===== src/hw/wbc_pkg.sv =====
// constants for the wake and bus configuration register group
`default_nettype none
package wbc_pkg;
    // register byte offsets
    localparam logic [7:0] WBC_ADR_EEP_CMD = 8'h50;
    localparam logic [7:0] WBC_ADR_FUNC = 8'h52;
    localparam logic [7:0] WBC_ADR_BUS = 8'h53;
    localparam logic [7:0] WBC_ADR_WAKE = 8'h54;
    localparam logic [7:0] WBC_ADR_IRQ_STAT = 8'h58;
    localparam logic [7:0] WBC_ADR_IRQ_CLR = 8'h59;
    localparam logic [7:0] WBC_ADR_IRQ_EN = 8'h5a;
    // eeprom command register fields
    localparam int WBC_EEP_MODE_HI = 7;
    localparam int WBC_EEP_MODE_LO = 6;
    // function_enable_config fields
    localparam int WBC_FEC_PWE = 3;
    localparam int WBC_FEC_IOM = 2;
    localparam int WBC_FEC_PDE = 1;
    localparam int WBC_FEC_PMC = 0;
    // bus_platform_status fields
    localparam int WBC_BPS_AUX = 4;
    localparam int WBC_BPS_WID = 3;
    localparam logic [2:0] WBC_CLK_33 = 3'h0;
    localparam logic [2:0] WBC_CLK_66 = 3'h1;
    // wake_and_bus_options fields
    localparam int WBC_WBO_GSEL = 7;
    localparam int WBC_WBO_PAT = 5;
    localparam int WBC_WBO_LNK = 4;
    localparam int WBC_WBO_CB = 3;
    localparam int WBC_WBO_CR = 2;
    localparam int WBC_WBO_FR = 1;
    localparam int WBC_WBO_FB = 0;
    // interrupt status fields
    localparam int WBC_IRQ_PAT = 0;
    localparam int WBC_IRQ_LNK = 1;
    localparam int WBC_IRQ_N = 2;
    // capability list values
    localparam logic [7:0] WBC_CAP_PTR_PM = 8'hdc;
    localparam logic [7:0] WBC_PM_CAP_ID = 8'h01;
    localparam logic [7:0] WBC_PM_NEXT_VPD = 8'he4;
    localparam logic [6:0] WBC_VPD_FIRST = 7'h40;
    localparam logic [6:0] WBC_VPD_LAST = 7'h7f;
    // wake pattern shape
    localparam logic [7:0] WBC_SYNC_BYTE = 8'hff;
    localparam logic [2:0] WBC_SYNC_LEN = 3'h6;
    localparam logic [2:0] WBC_ID_LAST = 3'h5;
    localparam logic [4:0] WBC_REP_LAST = 5'hf;
    localparam logic [3:0] WBC_HDR_LEN = 4'he;
    // strap settle time after reset release
    localparam logic [1:0] WBC_SETTLE = 2'h3;
endpackage : wbc_pkg
`default_nettype wire


===== src/hw/wbc_regs.sv =====
// wake and bus configuration registers with wake pattern detector
// What this block does
// product-data enable exposes eeprom words 40h-7Fh
// pm enable drives status bit and pointers
// pm next pointer follows product-data enable
// aux power bit captured once per reset
// grant select adds one clock before frame
// pattern wake plus power wake asserts wake
// only own-ID or multicast frames are examined
// six FFh then sixteen ID repeats
// wake frame needs full header and good crc
// link restore wake in suitable power state
// cardbus bit enables cardbus functions
// function register enable gates four registers
// fast back-to-back bit reports enable
// pm enable writable only in config mode
// slot width and clock code reported
// clock-run enable switches clock-run support
`default_nettype none
module wbc_regs
    import wbc_pkg::*;
(
    // clock and reset
    input wire logic i_core_clk,
    input wire logic i_rst_b,
    // register port
    input wire logic [7:0] i_addr,
    input wire logic [7:0] i_wr_data,
    input wire logic i_wr,
    input wire logic i_rd,
    output logic [7:0] o_rd_data,
    // bus arbitration
    input wire logic i_bus_req,
    input wire logic i_gnt_n,
    output logic o_frame_n,
    // board straps and platform status
    input wire logic i_aux_power,
    input wire logic i_slot_width,
    input wire logic [2:0] i_bus_clock_rate_code,
    input wire logic i_grant_frame_delay_sel,
    input wire logic i_pc_card_bus_enable,
    input wire logic i_clock_run_enable,
    input wire logic i_function_event_regs_enable,
    input wire logic i_fast_b2b_enable,
    input wire logic i_io_space_mapped,
    // receive byte stream
    input wire logic i_rx_valid,
    input wire logic i_rx_sof,
    input wire logic [7:0] i_rx_data,
    input wire logic i_rx_eof,
    input wire logic i_rx_crc_ok,
    input wire logic [47:0] i_station_id,
    // link and power state
    input wire logic i_link_up,
    input wire logic i_pm_state_ok,
    // capability list view
    output logic o_new_cap,
    output logic [7:0] o_cap_ptr,
    output logic [7:0] o_pm_cap_id,
    output logic [7:0] o_pm_next_ptr,
    output logic o_pm_regs_valid,
    output logic o_vpd_enable,
    output logic [6:0] o_vpd_first,
    output logic [6:0] o_vpd_last,
    // function enables
    output logic o_clock_run_active,
    output logic o_cardbus_active,
    output logic o_func_regs_active,
    output logic o_fast_b2b,
    // wake and interrupt
    output logic o_wake_request_out,
    output logic o_irq
);

    // pin synchronisers: stage one feeds stage two only
    localparam int NPIN = 15;
    logic [NPIN-1:0] pin_raw;
    logic [NPIN-1:0] pin_s1;
    logic [NPIN-1:0] pin_s2;
    assign pin_raw = {i_gnt_n, i_link_up, i_pm_state_ok, i_aux_power,
        i_slot_width, i_bus_clock_rate_code, i_grant_frame_delay_sel,
        i_pc_card_bus_enable, i_clock_run_enable,
        i_function_event_regs_enable, i_fast_b2b_enable,
        i_io_space_mapped, 1'b0};

    always_ff @(posedge i_core_clk) begin
        // grant pin idles high, so reset it there to avoid a false grant
        if (!i_rst_b) begin
            pin_s1 <= {1'b1, {(NPIN-1){1'b0}}};
            pin_s2 <= {1'b1, {(NPIN-1){1'b0}}};
        end else begin
            pin_s1 <= pin_raw;
            pin_s2 <= pin_s1;
        end
    end

    logic gnt_n_s;
    logic link_s;
    logic pm_ok_s;
    assign gnt_n_s = pin_s2[14];
    assign link_s = pin_s2[13];
    assign pm_ok_s = pin_s2[12];

    // strap capture once per reset, after the synchronisers settle
    logic [1:0] settle;
    logic captured;
    logic [7:0] bus_stat;
    logic [7:0] opt_ro;
    logic io_map;

    always_ff @(posedge i_core_clk) begin
        if (!i_rst_b) begin
            settle <= 2'h0;
            captured <= 1'b0;
            bus_stat <= 8'h00;
            opt_ro <= 8'h00;
            io_map <= 1'b0;
        end else if (!captured) begin
            settle <= settle + 2'h1;
            if (settle == WBC_SETTLE) begin
                captured <= 1'b1;
                bus_stat <= {3'h0, pin_s2[11:7]};
                opt_ro <= {pin_s2[6], 3'h0, pin_s2[5:2]};
                io_map <= pin_s2[1];
            end
        end
    end

    // software registers
    logic [1:0] eep_mode;
    logic pde;
    logic pmc;
    logic pwe;
    logic pat_en;
    logic lnk_en;
    logic [WBC_IRQ_N-1:0] irq_en;
    logic wr_func;
    assign wr_func = i_wr && (i_addr == WBC_ADR_FUNC);

    always_ff @(posedge i_core_clk) begin
        if (!i_rst_b) begin
            eep_mode <= 2'h0;
            pde <= 1'b0;
            pmc <= 1'b0;
            pwe <= 1'b0;
            pat_en <= 1'b0;
            lnk_en <= 1'b0;
            irq_en <= '0;
        end else if (i_wr) begin
            if (i_addr == WBC_ADR_EEP_CMD) begin
                eep_mode <= i_wr_data[WBC_EEP_MODE_HI:WBC_EEP_MODE_LO];
            end
            if (wr_func) begin
                pde <= i_wr_data[WBC_FEC_PDE];
                pwe <= i_wr_data[WBC_FEC_PWE];
                // locked unless eeprom is in config-write mode
                if (eep_mode == 2'h3) begin
                    pmc <= i_wr_data[WBC_FEC_PMC];
                end
            end
            if (i_addr == WBC_ADR_WAKE) begin
                pat_en <= i_wr_data[WBC_WBO_PAT];
                lnk_en <= i_wr_data[WBC_WBO_LNK];
            end
            if (i_addr == WBC_ADR_IRQ_EN) begin
                irq_en <= i_wr_data[WBC_IRQ_N-1:0];
            end
        end
    end

    // capability list and function enables
    always_ff @(posedge i_core_clk) begin
        if (!i_rst_b) begin
            o_new_cap <= 1'b0;
            o_cap_ptr <= 8'h00;
            o_pm_cap_id <= 8'h00;
            o_pm_next_ptr <= 8'h00;
            o_pm_regs_valid <= 1'b0;
            o_vpd_enable <= 1'b0;
            o_vpd_first <= 7'h00;
            o_vpd_last <= 7'h00;
            o_clock_run_active <= 1'b0;
            o_cardbus_active <= 1'b0;
            o_func_regs_active <= 1'b0;
            o_fast_b2b <= 1'b0;
        end else begin
            o_new_cap <= pmc;
            o_cap_ptr <= pmc ? WBC_CAP_PTR_PM : 8'h00;
            o_pm_cap_id <= pmc ? WBC_PM_CAP_ID : 8'h00;
            o_pm_regs_valid <= pmc;
            o_pm_next_ptr <= (pmc && pde) ? WBC_PM_NEXT_VPD : 8'h00;
            o_vpd_enable <= pde;
            o_vpd_first <= pde ? WBC_VPD_FIRST : 7'h00;
            o_vpd_last <= pde ? WBC_VPD_LAST : 7'h00;
            o_clock_run_active <= opt_ro[WBC_WBO_CR];
            o_cardbus_active <= opt_ro[WBC_WBO_CB];
            // function registers only exist on a cardbus part
            o_func_regs_active <= opt_ro[WBC_WBO_CB] && opt_ro[WBC_WBO_FR];
            o_fast_b2b <= opt_ro[WBC_WBO_FB];
        end
    end

    // frame start after grant, optionally one clock later
    logic gnt_act;
    logic gnt_d;
    assign gnt_act = i_bus_req && !gnt_n_s;

    always_ff @(posedge i_core_clk) begin
        if (!i_rst_b) begin
            gnt_d <= 1'b0;
            o_frame_n <= 1'b1;
        end else begin
            gnt_d <= gnt_act;
            o_frame_n <= !(i_bus_req && (!o_frame_n ||
                (gnt_act && (!opt_ro[WBC_WBO_GSEL] || gnt_d))));
        end
    end

    // station ID byte k, first on the wire is the top byte
    function automatic logic [7:0] id_byte(input logic [47:0] id,
            input logic [2:0] k);
        logic [47:0] sh;
        sh = id << (6'(k) * 6'd8);
        id_byte = sh[47:40];
    endfunction : id_byte

    // receive frame tracking and wake pattern matcher
    logic [3:0] pos;
    logic dest_own;
    logic dest_mc;
    logic [2:0] ff_cnt;
    logic [2:0] col;
    logic [4:0] rep;
    logic found;
    logic [3:0] pos_b;
    logic [2:0] col_b;
    logic [4:0] rep_b;
    logic [2:0] ff_b;
    logic hit;
    logic in_match;

    always_comb begin
        pos_b = i_rx_sof ? 4'h0 : pos;
        col_b = i_rx_sof ? 3'h0 : col;
        rep_b = i_rx_sof ? 5'h0 : rep;
        ff_b = i_rx_sof ? 3'h0 : ff_cnt;
        hit = (i_rx_data == id_byte(i_station_id, col_b));
        in_match = (col_b != 3'h0) || (rep_b != 5'h0);
    end

    always_ff @(posedge i_core_clk) begin
        if (!i_rst_b) begin
            pos <= 4'h0;
            dest_own <= 1'b0;
            dest_mc <= 1'b0;
            ff_cnt <= 3'h0;
            col <= 3'h0;
            rep <= 5'h0;
            found <= 1'b0;
        end else if (i_rx_valid) begin
            if (pos_b != 4'hf) begin
                pos <= pos_b + 4'h1;
            end
            // destination must be own ID or any multicast
            if (pos_b == 4'h0) begin
                dest_own <= (i_rx_data == id_byte(i_station_id, 3'h0));
                dest_mc <= i_rx_data[0];
            end else if (pos_b < 4'h6) begin
                dest_own <= dest_own &&
                    (i_rx_data == id_byte(i_station_id, pos_b[2:0]));
            end
            if (i_rx_sof) begin
                found <= 1'b0;
            end
            if (i_rx_data == WBC_SYNC_BYTE) begin
                ff_cnt <= (ff_b == WBC_SYNC_LEN) ? ff_b : ff_b + 3'h1;
            end else begin
                ff_cnt <= 3'h0;
            end
            // sync run must lead straight into the repeats
            if (hit && (in_match || ff_b == WBC_SYNC_LEN)) begin
                col <= (col_b == WBC_ID_LAST) ? 3'h0 : col_b + 3'h1;
                if (col_b == WBC_ID_LAST) begin
                    rep <= rep_b + 5'h1;
                    if (rep_b == WBC_REP_LAST) begin
                        found <= 1'b1;
                        rep <= 5'h0;
                    end
                end
            end else begin
                col <= 3'h0;
                rep <= 5'h0;
            end
        end
    end

    // wake events, pattern judged at end of frame, link on its rising edge
    logic link_d;
    logic ev_pat;
    logic ev_lnk;
    always_comb begin
        ev_pat = i_rx_eof && i_rx_crc_ok && (pos >= WBC_HDR_LEN)
            && (dest_own || dest_mc) && found
            && pat_en && pwe;
        ev_lnk = link_s && !link_d && lnk_en && pwe && pm_ok_s;
    end

    always_ff @(posedge i_core_clk) begin
        if (!i_rst_b) begin
            link_d <= 1'b0;
        end else begin
            link_d <= link_s;
        end
    end

    // sticky status, a new event wins over a clear
    logic [WBC_IRQ_N-1:0] irq_stat;
    logic [WBC_IRQ_N-1:0] next_irq_stat;
    logic [WBC_IRQ_N-1:0] clr;
    always_comb begin
        clr = '0;
        if (i_wr && i_addr == WBC_ADR_IRQ_CLR) begin
            clr = i_wr_data[WBC_IRQ_N-1:0];
        end
        next_irq_stat = (irq_stat & ~clr) | {ev_lnk, ev_pat};
    end

    always_ff @(posedge i_core_clk) begin
        if (!i_rst_b) begin
            irq_stat <= '0;
            o_irq <= 1'b0;
            o_wake_request_out <= 1'b0;
        end else begin
            irq_stat <= next_irq_stat;
            o_irq <= |(next_irq_stat & irq_en);
            // wake stays up until software clears the cause
            o_wake_request_out <= |next_irq_stat;
        end
    end

    // register read, data stands one cycle after the strobe
    always_ff @(posedge i_core_clk) begin
        if (!i_rst_b) begin
            o_rd_data <= 8'h00;
        end else if (i_rd) begin
            case (i_addr)
                WBC_ADR_EEP_CMD: o_rd_data <= {eep_mode, 6'h00};
                WBC_ADR_FUNC: o_rd_data <= {4'h0, pwe, io_map, pde, pmc};
                WBC_ADR_BUS: o_rd_data <= bus_stat;
                WBC_ADR_WAKE: o_rd_data <= opt_ro |
                    {2'h0, pat_en, lnk_en, 4'h0};
                WBC_ADR_IRQ_STAT: o_rd_data <= 8'(irq_stat);
                WBC_ADR_IRQ_EN: o_rd_data <= 8'(irq_en);
                default: o_rd_data <= 8'h00;
            endcase
        end else begin
            o_rd_data <= 8'h00;
        end
    end
endmodule : wbc_regs
`default_nettype wire


===== config.mk =====
export PLATFORM = sky130hd
export DESIGN_NAME = wbc_regs
export DESIGN_NICKNAME = d
export VERILOG_FILES = /design/src/hw/wbc_pkg.sv /design/src/hw/wbc_regs.sv
export SDC_FILE = /design/constraint.sdc
export NUM_CORES = 1
export LEC_CHECK = 0
export BUFFER_PORTS_ARGS = -buffer_cell sky130_fd_sc_hd__clkbuf_2
export CAP_MARGIN = 20
export CORE_MARGIN = 2
export CORE_UTILIZATION = 52
export CTS_CLUSTER_DIAMETER = 120
export DETAILED_ROUTE_END_ITERATION = 12
export GPL_ROUTABILITY_DRIVEN = 0
export PLACE_DENSITY = 0.76
export SLEW_MARGIN = 5
export SYNTH_ARGS = -nofsm -noshare
export SYNTH_HDL_FRONTEND = slang
export SYNTH_SLANG_ARGS = --single-unit

===== constraint.sdc =====
create_clock -name i_core_clk -period 3.8 [get_ports i_core_clk]
set_input_delay 0.38 -clock i_core_clk [delete_from_list [all_inputs] [get_ports i_core_clk]]
set_output_delay 0.38 -clock i_core_clk [all_outputs]
set_load 0.005 [all_outputs]

== After elaboration in Yosys (flattened, before gate mapping) ==
Cells that the tools add are included.
Storage, ports and cells
  flip-flop bits (word level): 130
  logic and storage cells: 145
  input bits: 95
Operators by class
  shift-type cells: 2
  $add $sub $neg: 5
  $lt $le $gt $ge: 2
  reductions and logical operators: 46
  equality and inequality tests: 18
  bitwise logic cells: 6
  muxes and demuxes: 26
Operators by type and width (number)
  $shl A48 B6 Y48: 2
  $eq A8 B7 Y1 const B: 7
  $pmux W8 S6: 1
  $eq A8 B8 Y1: 3
  $mux W5: 4
  $reduce_and A2 Y1: 10
  $logic_and A1 B1 Y1: 19
  $mux W3: 6
  $mux W8: 2
  $mux W7: 2
  $mux W1: 9
  $eq A8 B8 Y1 const B: 1
  $or A8 B6 Y8: 1
  $add A3 B1 Y3 const B: 2
  $eq A3 B3 Y1 const B: 2
  $add A5 B1 Y5 const B: 1
  $eq A5 B4 Y1 const B: 1
  $logic_not A1 Y1: 5
  $logic_or A1 B1 Y1: 5
  $reduce_bool A5 Y1: 1
  $add A4 B1 Y4 const B: 1
  $and A2 B2 Y2: 2
  $eq A2 B2 Y1 const B: 2
  $ge A4 B4 Y1 const B: 1
  14 further kinds: 15

== Depth between registers and ports, before layout ==
  word-level depth: 9
  mapped depth: 14
  mapped depth without buffers: 11

== Least setup slack after synthesis ==
Ideal clock, no wire load.
  kind: in2reg
  start point: input i_rx_sof
  end point: register col[2]
  setup slack: 0.981 ns
  arrival time: 2.739 ns
  required time: 3.721 ns
  library setup time: 0.079 ns
  stages: 14
  cell sequence: buf_2 > clkbuf_1 > clkbuf_1 > nor2b_1 > inv_1 > ha_1 > nand2_1 > nand3_1 > a21boi_0 > nor3_1 > o2111ai_1 > nor4b_4 > nand3_2 > a211oi_2
Between the ends
  word-level cells in the longest chain between the ends: 6
  elaborated cells between the ends (all ways): 15
  those cells by class: 1 x add/sub; 3 x eq/ne; 1 x shift; 5 x mux; 5 x reduce/logical
Ends and longest elaborated chain
  start, declared: line wbc_regs.sv:48  | input wire logic i_rx_sof,
  parallel branches: the longest is 5 deep, another holds $shl A48 B6 Y48
  $mux W3 *: line wbc_regs.sv:281  | if (hit && (in_match || ff_b == WBC_SYNC_LEN)) begin
  end signal, assigned: line wbc_regs.sv:282  | col <= (col_b == WBC_ID_LAST) ? 3'h0 : col_b + 3'h1;
  end, declared: line wbc_regs.sv:232  | logic [2:0] col;
Every way passes the cells marked *.
A chain may end at the register's enable or synchronous reset.

== Final worst setup path ==
  start point: register col[1]
  end point: register col[2]
Between the ends
  word-level cells in the longest chain between the ends: 6
  elaborated cells between the ends (all ways): 11
  those cells by class: 1 x add/sub; 2 x eq/ne; 1 x shift; 3 x mux; 4 x reduce/logical
Ends and longest elaborated chain
  $mux W3 *: line wbc_regs.sv:244  | col_b = i_rx_sof ? 3'h0 : col;
  parallel branches: the longest is 4 deep, another holds $shl A48 B6 Y48
  $mux W3 *: line wbc_regs.sv:281
Marks and branches as above.

==> flow_summary.yaml <==
finish:
  finalNetCount: 814
  drive_gt1_share_pct: 24.3
  area_growth_pct: 14.6
  n_antenna_cell: 0
worst_setup_path:
  crit_type: "reg -> reg"
  worst_ep_required_time_ns: 4.09
  r2r-end: "col[2]"
  crit_path_start_kind: "flop"
  reg2reg_from: "col[1]"
  crit_path_max_fanout: 27
  rr_worst_depth: 8
  endpoint_kind: "flop"
  arrival_ns: 3.52
  regToRegSetupSlack_ns: 0.57
  timing.critical_path.from: "col[1]"
  endpoint: "col[2]"
detailed_routing:
  ant_nets: 0
  dr.pass1.iters: 6
  vias: 4704
  postRouteWirelength_mm: 12.6
  drt_iter0_drc: 432
  drt-wirelength-per-cell_um: 14.8
  viasPerCell: 5.53
  drc_errors: 0
synthesis:
  synthTopCellsByArea: "dfxtp_1 (36%), mux2i_1 (7.7%), buf_4 (5.8%)"
  ys_types: 61
  yosys_warnings: 0
  synth_common_cells: "dfxtp_1 (91), nand2_1 (58), nor2_1 (52)"
  synth-seq-cells: 91
  synth_flop_cell: "dfxtp_1"
  synthMostInstantiatedCell: "dfxtp_1"
  netlist_instances: 614
  synth.avg_cell_area_um2: 8.27
  synth-edff-count: 0
  netlist.area_leader.share_pct: 35.9
  yosysSeqAreaShare_pct: 35.9
  post_synth_instance_area_mm2: 0.00508
  synth_area_leader_cell: "dfxtp_1"
  async_flop_share_pct: 0
run_status:
  outcome: "completed"
clock_network:
  hold_buffers: 0
  ctsRootBufferMaster: "clkbuf_8"
  path_clk_slew_ns: 0.10
  cts_resized: 0
  postCtsSetupRepairBufs: 0
  clock_sinks: 91
  htreeDepth: 3
  clock_path_buffers: 2
  cts_buffers: 9
  clk_latency_ns: 0.36
  cts_tree: "done"
hold_path:
  hold_path.class: "in -> reg"
sta:
  setup_viol: 0
  min_period_ns: 3.23
  drv_slew: 0
  fin_setup_tns_ns: 0
  skew_ns: 0.00910
  rsz0062_at_grt: "false"
  timing.hold.ws_ns: 0.192
  post-route-period-util_pct: 85.1
  hold_viol_final: 0
  worst_pin_slew_ns: 1.07
  slew_headroom_pct: 28.4
  max_clock_freq_mhz: 309
grt:
  grt.overflow.total: 0
  grt_max_degree: 46
  grt_pass1_wl_mm: 20.2
  antenna_found_initial: 0
  grt_pass1_vias: 4270
  track_usage_pct: 24.2
die:
  die-area_mm2: 0.0106
  num_io_pins: 151
  start_util_pct: 52.7
  core_mm2: 0.00964
  die-width_um: 103
  row_count: 36
  die_h_um: 103
job:
  maxCapViolations: 0
placement:
  dp.final_hpwl_mm: 9.41
  io_buffer_count: 129
pwr:
  peakVddDrop_mv: 0.318
  leakage_nw: 2.39
  power_density_mw_per_mm2: 323
-- how the worst min path moves through the flow --
stage               startpoint    endpoint  slack [ns]  cells past startpoint
floorplan           pin_s2[14]       gnt_d        0.38                      1
detailed placement  pin_s1[14]  pin_s2[14]        0.40                      1
CTS                  i_bus_req   o_frame_n        0.18                      2
global placement    pin_s2[14]       gnt_d        0.39                      1
finish               i_bus_req   o_frame_n        0.19                      2
global route           i_gnt_n  pin_s1[14]        0.17                      2
-- final cells by class --
type	count	area, µm²
timing repair buffer	138	729
multi-input combinational	455	2840
fill	875	3820
inverter	17	63.8
clock buffer	9	124
sequential	91	1820
clock inverter	7	80.1
tap	133	166
-- sequential cells by signal, indices dropped and copies added, names as in the netlist, 2 cells and up --
signal	cells
bus_stat	5
col	3
eep_mode	2
ff_cnt	3
irq_en	2
irq_stat	2
o_rd_data	8
opt_ro	5
pin_s1	14
pin_s2	14
pos	4
rep	5
settle	2
-- critical path: stages, from the launching register on --
cell	delay (ns)
dfxtp_1	1.04
or3b_4	0.39
nor3_1	0.11
a221o_1	0.27
nor3_1	0.16
o2111ai_1	0.22
nor4b_4	0.58
nand3_2	0.14
a211oi_2	0.24
-- per-layer routing --
layer | vias to the layer above | GRT usage [%] | part of all wire, %
met5 | - | 0 | 0
met4 | 0 | 7.49 | 1.6
met3 | 27 | 7.19 | 8.1
met2 | 200 | 38.7 | 47
met1 | 2174 | 31.7 | 43
li1 | 2303 | - | -
-- where the power goes --
part,switching (mW),internal (mW)
Sequential,0.0103,0.978
Clock,0.377,0.261
Combinational,0.143,0.110
Total,0.530,1.35
-- kinds of logic (layout without fill, tap and decap cells) --
group,Yosys count,in the layout,synth area share [%]
simple gates,230,230,23.3
mux,51,51,10.3
compound gates,129,129,15.8
flops,91,91,35.9
xor+xnor,18,18,3.10
other cells,1,20,0.0738
fa+ha+maj,7,7,1.72
buf+inv,87,171,9.73
-- cells in the final DEF (no fill, tap or decap), types with 4 or more instances in the layout --
| cell type | n |
|---|---|
| nand2b_1 | 8 |
| a22o_1 | 4 |
| xnor2_1 | 9 |
| dfxtp_1 | 91 |
| a22oi_1 | 5 |
| and2_1 | 33 |
| ha_1 | 7 |
| nand4_1 | 12 |
| and3_1 | 4 |
| o21ai_1 | 4 |
| a31oi_1 | 5 |
| nor2_1 | 52 |
| nor3_1 | 13 |
| clkbuf_8 | 9 |
| a211oi_1 | 8 |
| xor2_1 | 9 |
| clkbuf_2 | 129 |
| nor3b_1 | 4 |
| nor4_1 | 6 |
| nand3_1 | 18 |
| nand2_1 | 58 |
| buf_4 | 7 |
| inv_1 | 17 |
| mux2_2 | 12 |
| a21oi_1 | 39 |
| conb_1 | 20 |
| mux2i_1 | 39 |
| nor2b_1 | 9 |
| o21ai_0 | 35 |
-- stage by stage --
| stage | std cells | setup WS [ns] | util, % | area [µm²] | power (mW) |
|---|---|---|---|---|---|
| after floorplan | 633 | 0.981 | - | 5150 | 1.17 |
| after global placement | 833 | 0.718 | 58.2 | 5610 | 1.25 |
| after detailed placement | 833 | 0.641 | 58.2 | 5610 | 1.26 |
| after CTS | 849 | 0.626 | 60.3 | 5810 | 1.90 |
| after global routing | 850 | 0.315 | 60.4 | 5820 | 1.97 |
| final | 850 | 0.568 | 60.4 | 5820 | 1.88 |
Note: power is estimated with default switching activity, not from simulation.
